`src/kbc_host_pkg.sv`:
```
package kbc_host_pkg;

  // Host I/O addresses
  localparam logic [15:0] data_port_addr      = 16'h0060;
  localparam logic [15:0] cmd_status_port_addr = 16'h0064;
  localparam logic [15:0] fast_gate_port_addr = 16'h0092;

  // Status register fields
  localparam int          obf_pos          = 0;
  localparam int          ibf_pos          = 1;
  localparam int          cmd_data_pos     = 3;
  localparam logic [7:0]  status_reset     = 8'h00;
  localparam logic [7:0]  status_gp_mask   = 8'hf4;

  // Fast gate register fields
  localparam int          alt_reset_pos    = 0;
  localparam int          alternate_a20_out_pos      = 1;
  localparam logic [7:0]  fast_gate_reset  = 8'h24;
  localparam logic [7:0]  fast_gate_fixed  = 8'h24;
  localparam int          gate_enable_pos  = 2;

  // Alternate reset timing
  localparam int          clk_mhz          = 25;
  localparam int          alt_delay_us     = 14;
  localparam int          alt_width_us     = 6;
  localparam int          alt_delay_cycles = alt_delay_us * clk_mhz;
  localparam int          alt_width_cycles = alt_width_us * clk_mhz;

  typedef enum logic [1:0] {
    pulse_idle,
    pulse_delay,
    pulse_low,
    pulse_done
  } pulse_state_type;

  typedef struct packed {
    logic [15:0] addr;
    logic [7:0]  wdata;
    logic        wr_n;
    logic        rd_n;
  } host_bus_type;

  typedef struct packed {
    logic [7:0]  wdata;
    logic        data_wr;
    logic        data_rd;
    logic        status_wr;
  } cpu_bus_type;

endpackage

```
`src/kbc_host_flags.sv`:
```
module kbc_host_flags #(
  parameter int delay_cycles = kbc_host_pkg::alt_delay_cycles,
  parameter int width_cycles = kbc_host_pkg::alt_width_cycles
) (
  input  wire logic                       core_clk,
  input  wire logic                       reset,
  input  wire kbc_host_pkg::host_bus_type host_bus,
  input  wire kbc_host_pkg::cpu_bus_type  cpu_bus,
  input  wire logic                       flag_mode,
  input  wire logic                       kbd_irq_port_bit,
  input  wire logic                       mouse_irq_port_bit,
  input  wire logic                       kbd_reset_gate_config,
  input  wire logic                       controller_reset_n,
  input  wire logic                       reset_polarity,
  input  wire logic                       timer_overflow,
  input  wire logic                       ibf_irq_enable,
  input  wire logic                       timer_irq_enable,
  output logic [7:0]                      host_rdata,
  output logic                            host_rdata_oe,
  output logic [7:0]                      cpu_data_buffer,
  output logic [7:0]                      cpu_status,
  output logic                            cpu_ibf_irq,
  output logic                            cpu_timer_irq,
  output logic                            keyboard_irq_out,
  output logic                            mouse_irq_out,
  output logic                            alternate_a20_out,
  output logic                            alternate_reset_n,
  output logic                            keyboard_reset_pin
);

  // Counts must fit the 16-bit pulse counter
  if (delay_cycles < 1 || width_cycles < 1 || delay_cycles > 65535 || width_cycles > 65535) begin : g_bad_counts
    $error("pulse counts out of range");
  end

  typedef struct packed {
    logic [2:0]                    sync_wr;
    logic [2:0]                    sync_rd;
    logic [7:0]                    in_buf;
    logic [7:0]                    out_buf;
    logic [7:0]                    status;
    logic [1:0]                    gate_bits;
    logic                          irq_latch;
    kbc_host_pkg::pulse_state_type pstate;
    logic [15:0]                   count;
    logic [7:0]                    host_rdata;
    logic                          host_rdata_oe;
    logic                          ibf_irq;
    logic                          timer_irq;
    logic                          kbd_irq;
    logic                          mouse_irq;
    logic                          a20;
    logic                          alt_rst_n;
    logic                          kbd_rst;
    logic                          gate_en;
  } state_type;

  state_type q;
  state_type d;
  logic      wr_edge;
  logic      rd_active;
  logic      sel_data;
  logic      sel_cmd;
  logic      sel_gate;
  logic      combined_n;

  // Host strobes come from the ISA domain; address and data are sampled on the strobe edge
  // after two flops, relying on the bus holding them through the cycle.
  always_comb begin
    d = q;
    d.sync_wr = {q.sync_wr[1:0], ~host_bus.wr_n};
    d.sync_rd = {q.sync_rd[1:0], ~host_bus.rd_n};
    d.gate_en = kbd_reset_gate_config;
    wr_edge   = q.sync_wr[1] & ~q.sync_wr[2];
    rd_active = q.sync_rd[1];
    sel_data  = host_bus.addr == kbc_host_pkg::data_port_addr;
    sel_cmd   = host_bus.addr == kbc_host_pkg::cmd_status_port_addr;
    sel_gate  = (host_bus.addr == kbc_host_pkg::fast_gate_port_addr) && q.gate_en;

    if (cpu_bus.status_wr) begin
      d.status = cpu_bus.wdata;
    end
    if (cpu_bus.data_rd) begin
      d.status[kbc_host_pkg::ibf_pos] = 1'b0;
    end
    if (cpu_bus.data_wr) begin
      d.out_buf = cpu_bus.wdata;
      d.irq_latch = 1'b1;
    end
    if (wr_edge && (sel_data || sel_cmd)) begin
      d.in_buf = host_bus.wdata;
      d.status[kbc_host_pkg::ibf_pos] = 1'b1;
      d.status[kbc_host_pkg::cmd_data_pos] = host_bus.addr[2];
    end
    if (rd_active && !q.sync_rd[2] && sel_data && flag_mode && !cpu_bus.data_wr) begin
      d.irq_latch = 1'b0;
      if (!cpu_bus.status_wr) begin
        d.status[kbc_host_pkg::obf_pos] = 1'b0;
      end
    end
    if (cpu_bus.data_wr) begin
      d.status[kbc_host_pkg::obf_pos] = 1'b1;
    end
    if (wr_edge && sel_gate) begin
      d.gate_bits = host_bus.wdata[1:0];
    end

    d.host_rdata_oe = rd_active && (sel_data || sel_cmd || sel_gate);
    if (sel_data) begin
      d.host_rdata = q.out_buf;
    end else if (sel_cmd) begin
      d.host_rdata = q.status;
    end else if (sel_gate) begin
      d.host_rdata = kbc_host_pkg::fast_gate_fixed | {6'h00, q.gate_bits};
    end else begin
      d.host_rdata = 8'h00;
    end

    case (q.pstate)
      kbc_host_pkg::pulse_idle: begin
        if (q.gate_bits[kbc_host_pkg::alt_reset_pos]) begin
          d.pstate = kbc_host_pkg::pulse_delay;
          d.count  = 16'(delay_cycles - 1);
        end
      end
      kbc_host_pkg::pulse_delay: begin
        if (q.count == 16'h0000) begin
          d.pstate = kbc_host_pkg::pulse_low;
          d.count  = 16'(width_cycles - 1);
        end else begin
          d.count = q.count - 16'h0001;
        end
      end
      kbc_host_pkg::pulse_low: begin
        if (q.count == 16'h0000) begin
          d.pstate = kbc_host_pkg::pulse_done;
        end else begin
          d.count = q.count - 16'h0001;
        end
      end
      default: begin
        // Rearm only after bit 0 clears
        if (!q.gate_bits[kbc_host_pkg::alt_reset_pos]) begin
          d.pstate = kbc_host_pkg::pulse_idle;
        end
      end
    endcase

    d.alt_rst_n = (d.pstate != kbc_host_pkg::pulse_low);
    d.a20 = d.gate_bits[kbc_host_pkg::alternate_a20_out_pos];
    combined_n = controller_reset_n & (d.alt_rst_n | ~q.gate_en);
    d.kbd_rst  = reset_polarity ? ~combined_n : combined_n;

    d.kbd_irq = flag_mode ? (kbd_irq_port_bit & d.irq_latch) : kbd_irq_port_bit;
    d.mouse_irq = (flag_mode && mouse_irq_port_bit) ? ~d.status[kbc_host_pkg::ibf_pos] : mouse_irq_port_bit;
    d.ibf_irq   = ibf_irq_enable & d.status[kbc_host_pkg::ibf_pos];
    d.timer_irq = timer_irq_enable & (q.timer_irq | timer_overflow);
  end

  always_ff @(posedge core_clk or posedge reset) begin
    if (reset) begin
      q.sync_wr       <= 3'h0;
      q.sync_rd       <= 3'h0;
      q.status        <= kbc_host_pkg::status_reset;
      q.gate_bits     <= kbc_host_pkg::fast_gate_reset[1:0];
      q.irq_latch     <= 1'b0;
      q.pstate        <= kbc_host_pkg::pulse_idle;
      q.count         <= 16'h0000;
      q.host_rdata    <= 8'h00;
      q.host_rdata_oe <= 1'b0;
      q.ibf_irq       <= 1'b0;
      q.timer_irq     <= 1'b0;
      q.kbd_irq       <= 1'b0;
      q.mouse_irq     <= 1'b0;
      q.a20           <= 1'b0;
      q.alt_rst_n     <= 1'b1;
      q.kbd_rst       <= 1'b0;
      q.gate_en       <= 1'b0;
    end else begin
      q.sync_wr       <= d.sync_wr;
      q.sync_rd       <= d.sync_rd;
      q.in_buf        <= d.in_buf;
      q.out_buf       <= d.out_buf;
      q.status        <= d.status;
      q.gate_bits     <= d.gate_bits;
      q.irq_latch     <= d.irq_latch;
      q.pstate        <= d.pstate;
      q.count         <= d.count;
      q.host_rdata    <= d.host_rdata;
      q.host_rdata_oe <= d.host_rdata_oe;
      q.ibf_irq       <= d.ibf_irq;
      q.timer_irq     <= d.timer_irq;
      q.kbd_irq       <= d.kbd_irq;
      q.mouse_irq     <= d.mouse_irq;
      q.a20           <= d.a20;
      q.alt_rst_n     <= d.alt_rst_n;
      q.kbd_rst       <= d.kbd_rst;
      q.gate_en       <= d.gate_en;
    end
  end

  assign cpu_data_buffer    = q.in_buf;
  assign cpu_status         = q.status;
  assign cpu_ibf_irq        = q.ibf_irq;
  assign cpu_timer_irq      = q.timer_irq;
  assign host_rdata         = q.host_rdata;
  assign host_rdata_oe      = q.host_rdata_oe;
  assign keyboard_irq_out   = q.kbd_irq;
  assign mouse_irq_out      = q.mouse_irq;
  assign alternate_a20_out  = q.a20;
  assign alternate_reset_n  = q.alt_rst_n;
  assign keyboard_reset_pin = q.kbd_rst;

endmodule

```
`config.mk`:
```
export PLATFORM = sky130hd
export DESIGN_NAME = kbc_host_flags
export DESIGN_NICKNAME = d
export VERILOG_FILES = /design/src/kbc_host_pkg.sv /design/src/kbc_host_flags.sv
export SDC_FILE = /design/constraint.sdc
export NUM_CORES = 1
export LEC_CHECK = 0
export BUFFER_PORTS_ARGS = -buffer_cell sky130_fd_sc_hd__buf_2
export CAP_MARGIN = 15
export CORE_MARGIN = 3
export CORE_UTILIZATION = 57
export DETAILED_ROUTE_END_ITERATION = 10
export GPL_TIMING_DRIVEN = 1
export MAX_ROUTING_LAYER = met4
export PLACE_DENSITY = 0.85
export RECOVER_POWER = 50
export SLEW_MARGIN = 20
export SYNTH_ARGS = -nofsm -noshare
export SYNTH_HDL_FRONTEND = slang
export SYNTH_SLANG_ARGS = --single-unit
```
`constraint.sdc`:
```
create_clock -name core_clk -period 4.9 [get_ports core_clk]
set_input_delay 1.225 -clock core_clk [delete_from_list [all_inputs] [get_ports core_clk]]
set_output_delay 1.225 -clock core_clk [all_outputs]
set_load 0.03 [all_outputs]
```
==> results of run 1 <==
==> cells in the mapped netlist, drive strengths merged (8+ instances only) <==
library cell | instances | area share [%]
a21oi | 13 | 2.0
a31oi | 9 | 1.8
buf | 27 | 6.3
dfrtp | 50 | 39
edfxtp | 16 | 15
inv | 17 | 2.0
nand2 | 11 | 1.3
nand2b | 8 | 1.6
nand3 | 9 | 1.4
nor2 | 16 | 1.9
nor3 | 9 | 1.6
o21ai | 15 | 2.3
==> area by class of cell <==
| cell class | count | area, µm² |
|---|---|---|
| Sequential cell | 67 | 1760 |
| Tap cell | 70 | 87.6 |
| Multi-Input combinational cell | 173 | 1170 |
| Fill cell | 391 | 1570 |
| Clock buffer | 9 | 124 |
| Clock inverter | 7 | 97.6 |
| Inverter | 17 | 65.1 |
| Timing Repair Buffer | 81 | 398 |
==> power by group through the flow <==
stage | combinational [mW] | clock [mW] | sequential (mW)
finish | 0.781 | 0.513 | 0.722
global route | 0.856 | 0.549 | 0.733
CTS | 0.770 | 0.523 | 0.720
detailed placement | 0.762 | 0 | 0.728
global placement | 0.738 | 0 | 0.724
floorplan | 0.588 | 0 | 0.732
==> state kept, by name, indices dropped and copies added, names as in the netlist <==
name	flops
cpu_timer_irq	1
keyboard_irq_out	1
host_rdata	8
host_rdata_oe	1
alternate_reset_n	1
cpu_status	8
mouse_irq_out	1
cpu_data_buffer	8
cpu_ibf_irq	1
d	4
q	32
keyboard_reset_pin	1
==> worst register-to-register path, delay by kind of cell, from the launching register on <==
family                     cells  cell delay [ps]
DFF                            1              380
buffers and inverters          1               70
adders and majority gates      1              240
AOI/OAI and AO/OA              3             1200
and+or+nand+nor                2              510
==> cells by family (layout without fill, tap and decap cells) <==
group                      after synthesis  count (layout)  synth area share, %
xor gates and xnor gates                 3               3                0.819
adders and majority gates                6               6                 2.34
muxes                                   13              13                 4.29
AOI/OAI and AO/OA                       64              64                 14.1
and+or+nand+nor                         87              87                 14.9
DFF                                     67              67                 54.8
buffers and inverters                   48             114                 8.73
==> metal layers <==
layer	GRT usage, %	vias up	part of all wire [%]
met2	36.6	93	49
li1	-	1146	-
met4	8.45	0	0.69
met5	-	-	0
met1	27.6	1163	43
met3	5.99	6	7.3
==> metrics by stage <==
stage / hold WS [ps] / instance area, µm²
2_1_floorplan: 331 / 3210
3_3_place_gp: 335 / 3490
6_report: 358 / 3700
4_1_cts: 360 / 3710
5_1_grt: 375 / 3700
3_5_place_dp: 342 / 3490
==> final timing paths <==
kind	from	to	slack (ps)
max	host_bus[19]	cpu_data_buffer[7]	1690
min	d[63]	d[64]	360
max reg2reg	q[17]	q[30]	2420
min reg2reg	d[63]	d[64]	360
max in group asynchronous	reset	q[37]	2380
min in group asynchronous	reset	host_rdata[6]	1530
==> run metrics, run 1 <==
Antenna Violating Nets Remaining 0; Logic pwr share between 30% and 40%; die height 81.0 µm; Req. time, crit path 4860 ps; overall power 2.02 mW; Post-Route WL 6.64 mm; CP arrival 3170 ps; Hold Fails Final Rpt 0; setup_tns 0 ps; CP Class in -> reg; period utilization 65.4%; maxcap violations 1; reg2reg path depth 7; Levels on crit path 6; post-layout util 70.2%; port bufs 79; Slew Limit Fails 52; clock buffer depth 2; die width 81.0 µm; All-Layer GR Usage 22.7%; worst min path class reg -> reg; Cells after DPL 408; syn avg cell area ~11 µm²; Non-Filler Instances 424; crit-path max FO 19; Max Fclk approximately 310 MHz; Placement Setup Slack ~1300 ps; GP Congestion 0.898; Die Area 6570 µm²; status complete, but fails checks; Slew Limit Headroom -47.9%; Ys Warns 0; Cells after Synth 288; area grow syn2layout 15.3%; DP HPWL 4.64 mm; sequential fraction of the synthesis area approximately 55%; minimum clock period between 3000 and 4000 ps; Switch Pwr 0.795 mW; Switching Fraction 39.4%; power per cell area 545 nW/µm²; hold_buf cts 0; RSZ-0062 raised after global routing false; CP Launch Type input pin; Clock Pin Slew Worst Setup and Hold Paths roughly 80 ps; most common cell after layout, fill and taps aside buf_2; antenna violations before repair 0; initial core utilization 60.9%; Worst Setup End Kind flip-flop; worst skew pair latency 340 ps; setup bufs post-CTS 0; async set-reset flop share out of synthesis 76.1%; CTS Buf Count 9; final setup fails 0; synthesis-stage register bit count 67; delay-heaviest family, CP simple AND/OR/NAND/NOR gates; standby leakage power 1.70 nW; Crit path largest cell delay about 760 ps; grt ovf 0; Reg power frac about 36%; final net count 403; first-pass GRT wire length between 10 and 15 mm; DRC Markers 0; wire length per cell 15.7 µm; Critical path buffers and inverters 2; htree depth 3; ANT cells 0; Post-Syn Area 3210 µm²; CTS sink count 67; Root Buffer Master clkbuf_8; drt pass-1 iters 4; top_reg_cell synth dfrtp_1; failing checks capacitance limit, slew limit; Rows 26; Worst Skew 8.81 ps; total number of vias 2408; CP Cell Sequence buf_2 > nor4_1 > nand3_1 > or4_1 > buf_4 > nor3_1; CTS tree yes; vias in the first global route 2314; Least-Margin Pin Slew around 2200 ps; Netlist cell types 53; DRT iter0 DRCs 162; most frequent cells in the layout 69 x buf_2, 50 x dfrtp_1, 16 x nor2_1, 16 x inv_1, 16 x edfxtp_1; clock share of power 25.5%; core area 5270 µm²; Syn Nets ~340; post-cts sizing count 0; layout cells sized above 1 29.4%; Post-synth EDFFs 16; internal power 1.22 mW; largest net degree at the start of global routing 52; vias per cell around 5.7; hold path cells 0; VDD IR-drop max 398 µV; fin worst setup slack 1690 ps; slowest cell on the critical path nor3_1; I/O pins 80
(Power assumes the default switching activity.)
==> run 2, diff against run 1 <==
--- a/config.mk
+++ b/config.mk
@@ -5,14 +5,15 @@
 export SDC_FILE = /design/constraint.sdc
 export NUM_CORES = 1
 export LEC_CHECK = 0
+export ABC_AREA = 1
 export BUFFER_PORTS_ARGS = -buffer_cell sky130_fd_sc_hd__buf_2
 export CAP_MARGIN = 15
 export CORE_MARGIN = 3
-export CORE_UTILIZATION = 57
+export CORE_UTILIZATION = 48
 export DETAILED_ROUTE_END_ITERATION = 10
 export GPL_TIMING_DRIVEN = 1
 export MAX_ROUTING_LAYER = met4
-export PLACE_DENSITY = 0.85
+export PLACE_DENSITY = 0.76
 export RECOVER_POWER = 50
 export SLEW_MARGIN = 20
 export SYNTH_ARGS = -nofsm -noshare
==> constraint.sdc (replaced) <==
create_clock -name core_clk -period 2.8 [get_ports core_clk]
set_input_delay 0.7 -clock core_clk [delete_from_list [all_inputs] [get_ports core_clk]]
set_output_delay 0.7 -clock core_clk [all_outputs]
set_load 0.03 [all_outputs]
==> run 2 against run 1 <==
Critical path depth grew 2. Largest power group is now sequential cells. The run now ends clean. Core utilization shrank 13 points. Sequential power grew 66%. Clock-buffer cell count grew 3. Worst hold slack got worse by 6.7 ps. Worst setup slack got worse by 910 ps. Flip-flop and latch count unchanged.
==> run metrics, run 2 <==
DRT iter0 DRCs 90 (was 162); CP Class reg -> reg (was in -> reg); top_reg_cell synth dfrtp_1 (unchanged); VDD IR-drop max 412 µV (was 398 µV); antenna violations before repair 0 (unchanged); Biggest register q (unchanged); Synth top cells by count 52 x nand2_1, 50 x dfrtp_1, 38 x nor2_1 (was 50 x dfrtp_1, 24 x buf_4, 17 x inv_1); Rows 29 (was 26); Netlist cell types 40 (was 53); Clock Pin Slew Worst Setup and Hold Paths 70 ps (was 80 ps); Slew Limit Headroom 34.3% (was -47.9%); final net count 454 (was 403); reg2reg path depth 8 (was 7); max FFs per register 32 (unchanged); Worst Setup End Kind flip-flop (unchanged); Cells after Synth 335 (was 288); period utilization 72.0%; Root Buffer Master clkbuf_8 (unchanged); CP Launch Type flip-flop (was input pin); Req. time, crit path 3030 ps (was 4860 ps); All-Layer GR Usage 18.0% (was 22.7%); GP Congestion 0.869 (was 0.898); maxcap violations 0 (was 1); Cells after DPL 466 (was 408); Worst R2R End q[32] (was q[30]); die width 88.2 µm (was 81.0 µm); area leader, netlist dfrtp_1 (unchanged); Max Fclk between 400 and 500 MHz; Yosys top cell area share 38.6% (was 39.0%); CTS Buf Count 9 (unchanged); drt pass-1 iters 4 (unchanged); total number of vias 2395 (was 2408); synthesis-stage register bit count 67 (unchanged); wire length per cell 12.8 µm (was 15.7 µm); status finished, final reports clean (was complete, but fails checks); layout cells sized above 1 29.1% (was 29.4%); most frequent cells in the layout 71 x buf_2, 52 x nand2_1, 50 x dfrtp_1 (was 69 x buf_2, 50 x dfrtp_1, 16 x nor2_1, 16 x inv_1, 16 x edfxtp_1); most common cell after layout, fill and taps aside buf_2 (unchanged); CTS sink count 67 (unchanged); Die Area 7770 µm² (was 6570 µm²); first-pass GRT wire length 10.4 mm (was 10.9 mm); CTS tree yes (unchanged); DP HPWL 4.74 mm (was 4.64 mm); clock buffer depth 2 (unchanged); reg2reg start q[33] (was q[17]); vias in the first global route 2353 (was 2314); Post-Syn Area 3240 µm² (was 3210 µm²); area grow syn2layout 14.4% (was 15.3%); Area after DPL 3550 µm² (was 3490 µm²); async set-reset flop share out of synthesis 76.1% (unchanged); largest net degree at the start of global routing 27 (was 52); Ys Warns 0 (unchanged); initial core utilization 50.2% (was 60.9%); standby leakage power 1.85 nW (was 1.70 nW); Hold Fails Final Rpt 0 (unchanged); post-route cell area 3710 µm² (was 3700 µm²); syn avg cell area 9.67 µm² (was 11.1 µm²); most frequent cell after synthesis nand2_1 (was dfrtp_1); setup bufs post-CTS 0 (unchanged); Post-synth EDFFs 16 (unchanged); hold path cells 0 (unchanged); Slew Limit Fails 0 (was 52); final setup fails 0 (unchanged); RSZ-0062 raised after global routing false (unchanged); setup_tns 0 ps (unchanged); overall power 3.07 mW (was 2.02 mW); Worst Skew 5.05 ps (was 8.81 ps); Antenna Violating Nets Remaining 0 (unchanged); power per cell area 827 nW/µm² (was 545 nW/µm²); reg-to-reg setup timing slack 790 ps (was 2420 ps); post-cts sizing count 0 (unchanged); core area 6460 µm² (was 5270 µm²); hold_buf cts 0 (unchanged); port bufs 79 (unchanged); Least-Margin Pin Slew 985 ps (was 2210 ps); DRC Markers 0 (unchanged); Post-Route WL 6.19 mm (was 6.64 mm); Hold Startpoint d[63] (unchanged); worst min path class reg -> reg (unchanged); Non-Filler Instances 482 (was 424); Syn Nets 389 (was 342); die height 88.2 µm (was 81.0 µm); minimum clock period 2010 ps; top post-synthesis cells by area dfrtp_1 39%, edfxtp_1 15%, nand2_1 6.0% (was dfrtp_1 39%, edfxtp_1 15%, buf_4 5.6%); grt ovf 0 (unchanged); ANT cells 0 (unchanged); htree depth 3 (unchanged); sequential fraction of the synthesis area 54.2% (was 54.8%); number of fill cells 565 (was 391); CP arrival 2240 ps (was 3170 ps); worst skew pair latency 340 ps (about the same); I/O pins 80 (unchanged); vias per cell 4.97 (was 5.68); Hold EP d[64] (unchanged); crit-path max FO 16 (was 19)
[run 2: cell types whose count changed after synthesis, sizes merged, moves of 5 or more]
cell / change
mux2i: -7
nand3: +9
nor4: -6
inv: +22
nor2b: -5
nand2b: -8
a31oi: -6
nand2: +46
nand4: +7
nor2: +35
[run 2: area by class of cell]
| class | instances | area (µm²) | area share, % |
|---|---|---|---|
| Clock buffer | 12 | 155 | 4.18 |
| Timing Repair Buffer | 81 | 413 | 11.1 |
| Clock inverter | 4 | 25.0 | 0.675 |
| Inverter | 40 | 150 | 4.05 |
| Sequential cell | 67 | 1760 | 47.4 |
| Tap cell | 77 | 96.3 | 2.60 |
| Multi-Input combinational cell | 201 | 1110 | 30.0 |
[run 2: cells by family after synthesis]
family	count (synthesis)	share of synthesized area (%)
XOR/XNOR	7	1.89
adder cells (fa/ha/maj)	6	2.32
buffers and inverters	67	11.0
multiplexers	2	0.695
flip-flops	67	54.2
AO/OA/AOI/OAI	39	7.10
AND/OR/NAND/NOR	147	22.7
[run 2: critical path: stages (launching register included)]
cell and delay (ps):
dfrtp_1 430, inv_1 120, ha_1 260, nand3_1 110
nand3_2 260, inv_2 340, nand4_1 170, xor2_1 150
nor2_1 50
[run 2: layer usage]
metal	share of wire [%]	up-vias	wire length, µm	global-route usage, %
met2	51	69	3180	29.7
met1	42	1120	2590	20.9
met3	5.7	6	354	5.74
met5	0	-	0	-
li1	-	1200	-	-
met4	1.0	0	63	6.04
[run 2: worst max-delay path by stage]
stage                 startpoint                 end  slack, ps  depth (start not counted)
floorplan           host_bus[11]  cpu_data_buffer[0]        580                          4
global placement    host_bus[11]  cpu_data_buffer[3]        810                          6
detailed placement  host_bus[11]  cpu_data_buffer[3]        770                          6
CTS                        q[33]               q[32]        810                          8
global route               q[33]               q[28]        620                          8
finish                     q[33]               q[32]        790                          8
[run 2: stage by stage]
stage	worst slack [ps]	hold slack (ps)	utilization [%]
5_1_grt	624	374	57.4
4_1_cts	811	353	57.8
2_1_floorplan	575	331	-
3_3_place_gp	810	333	55.0
6_report	785	351	57.4
3_5_place_dp	766	337	55.0
[run 2: power by group]
group | total, mW | switching (mW) | internal (mW)
registers | 1.20 | 0.0817 | 1.12
clock network | 0.730 | 0.363 | 0.367
logic | 1.13 | 0.752 | 0.382
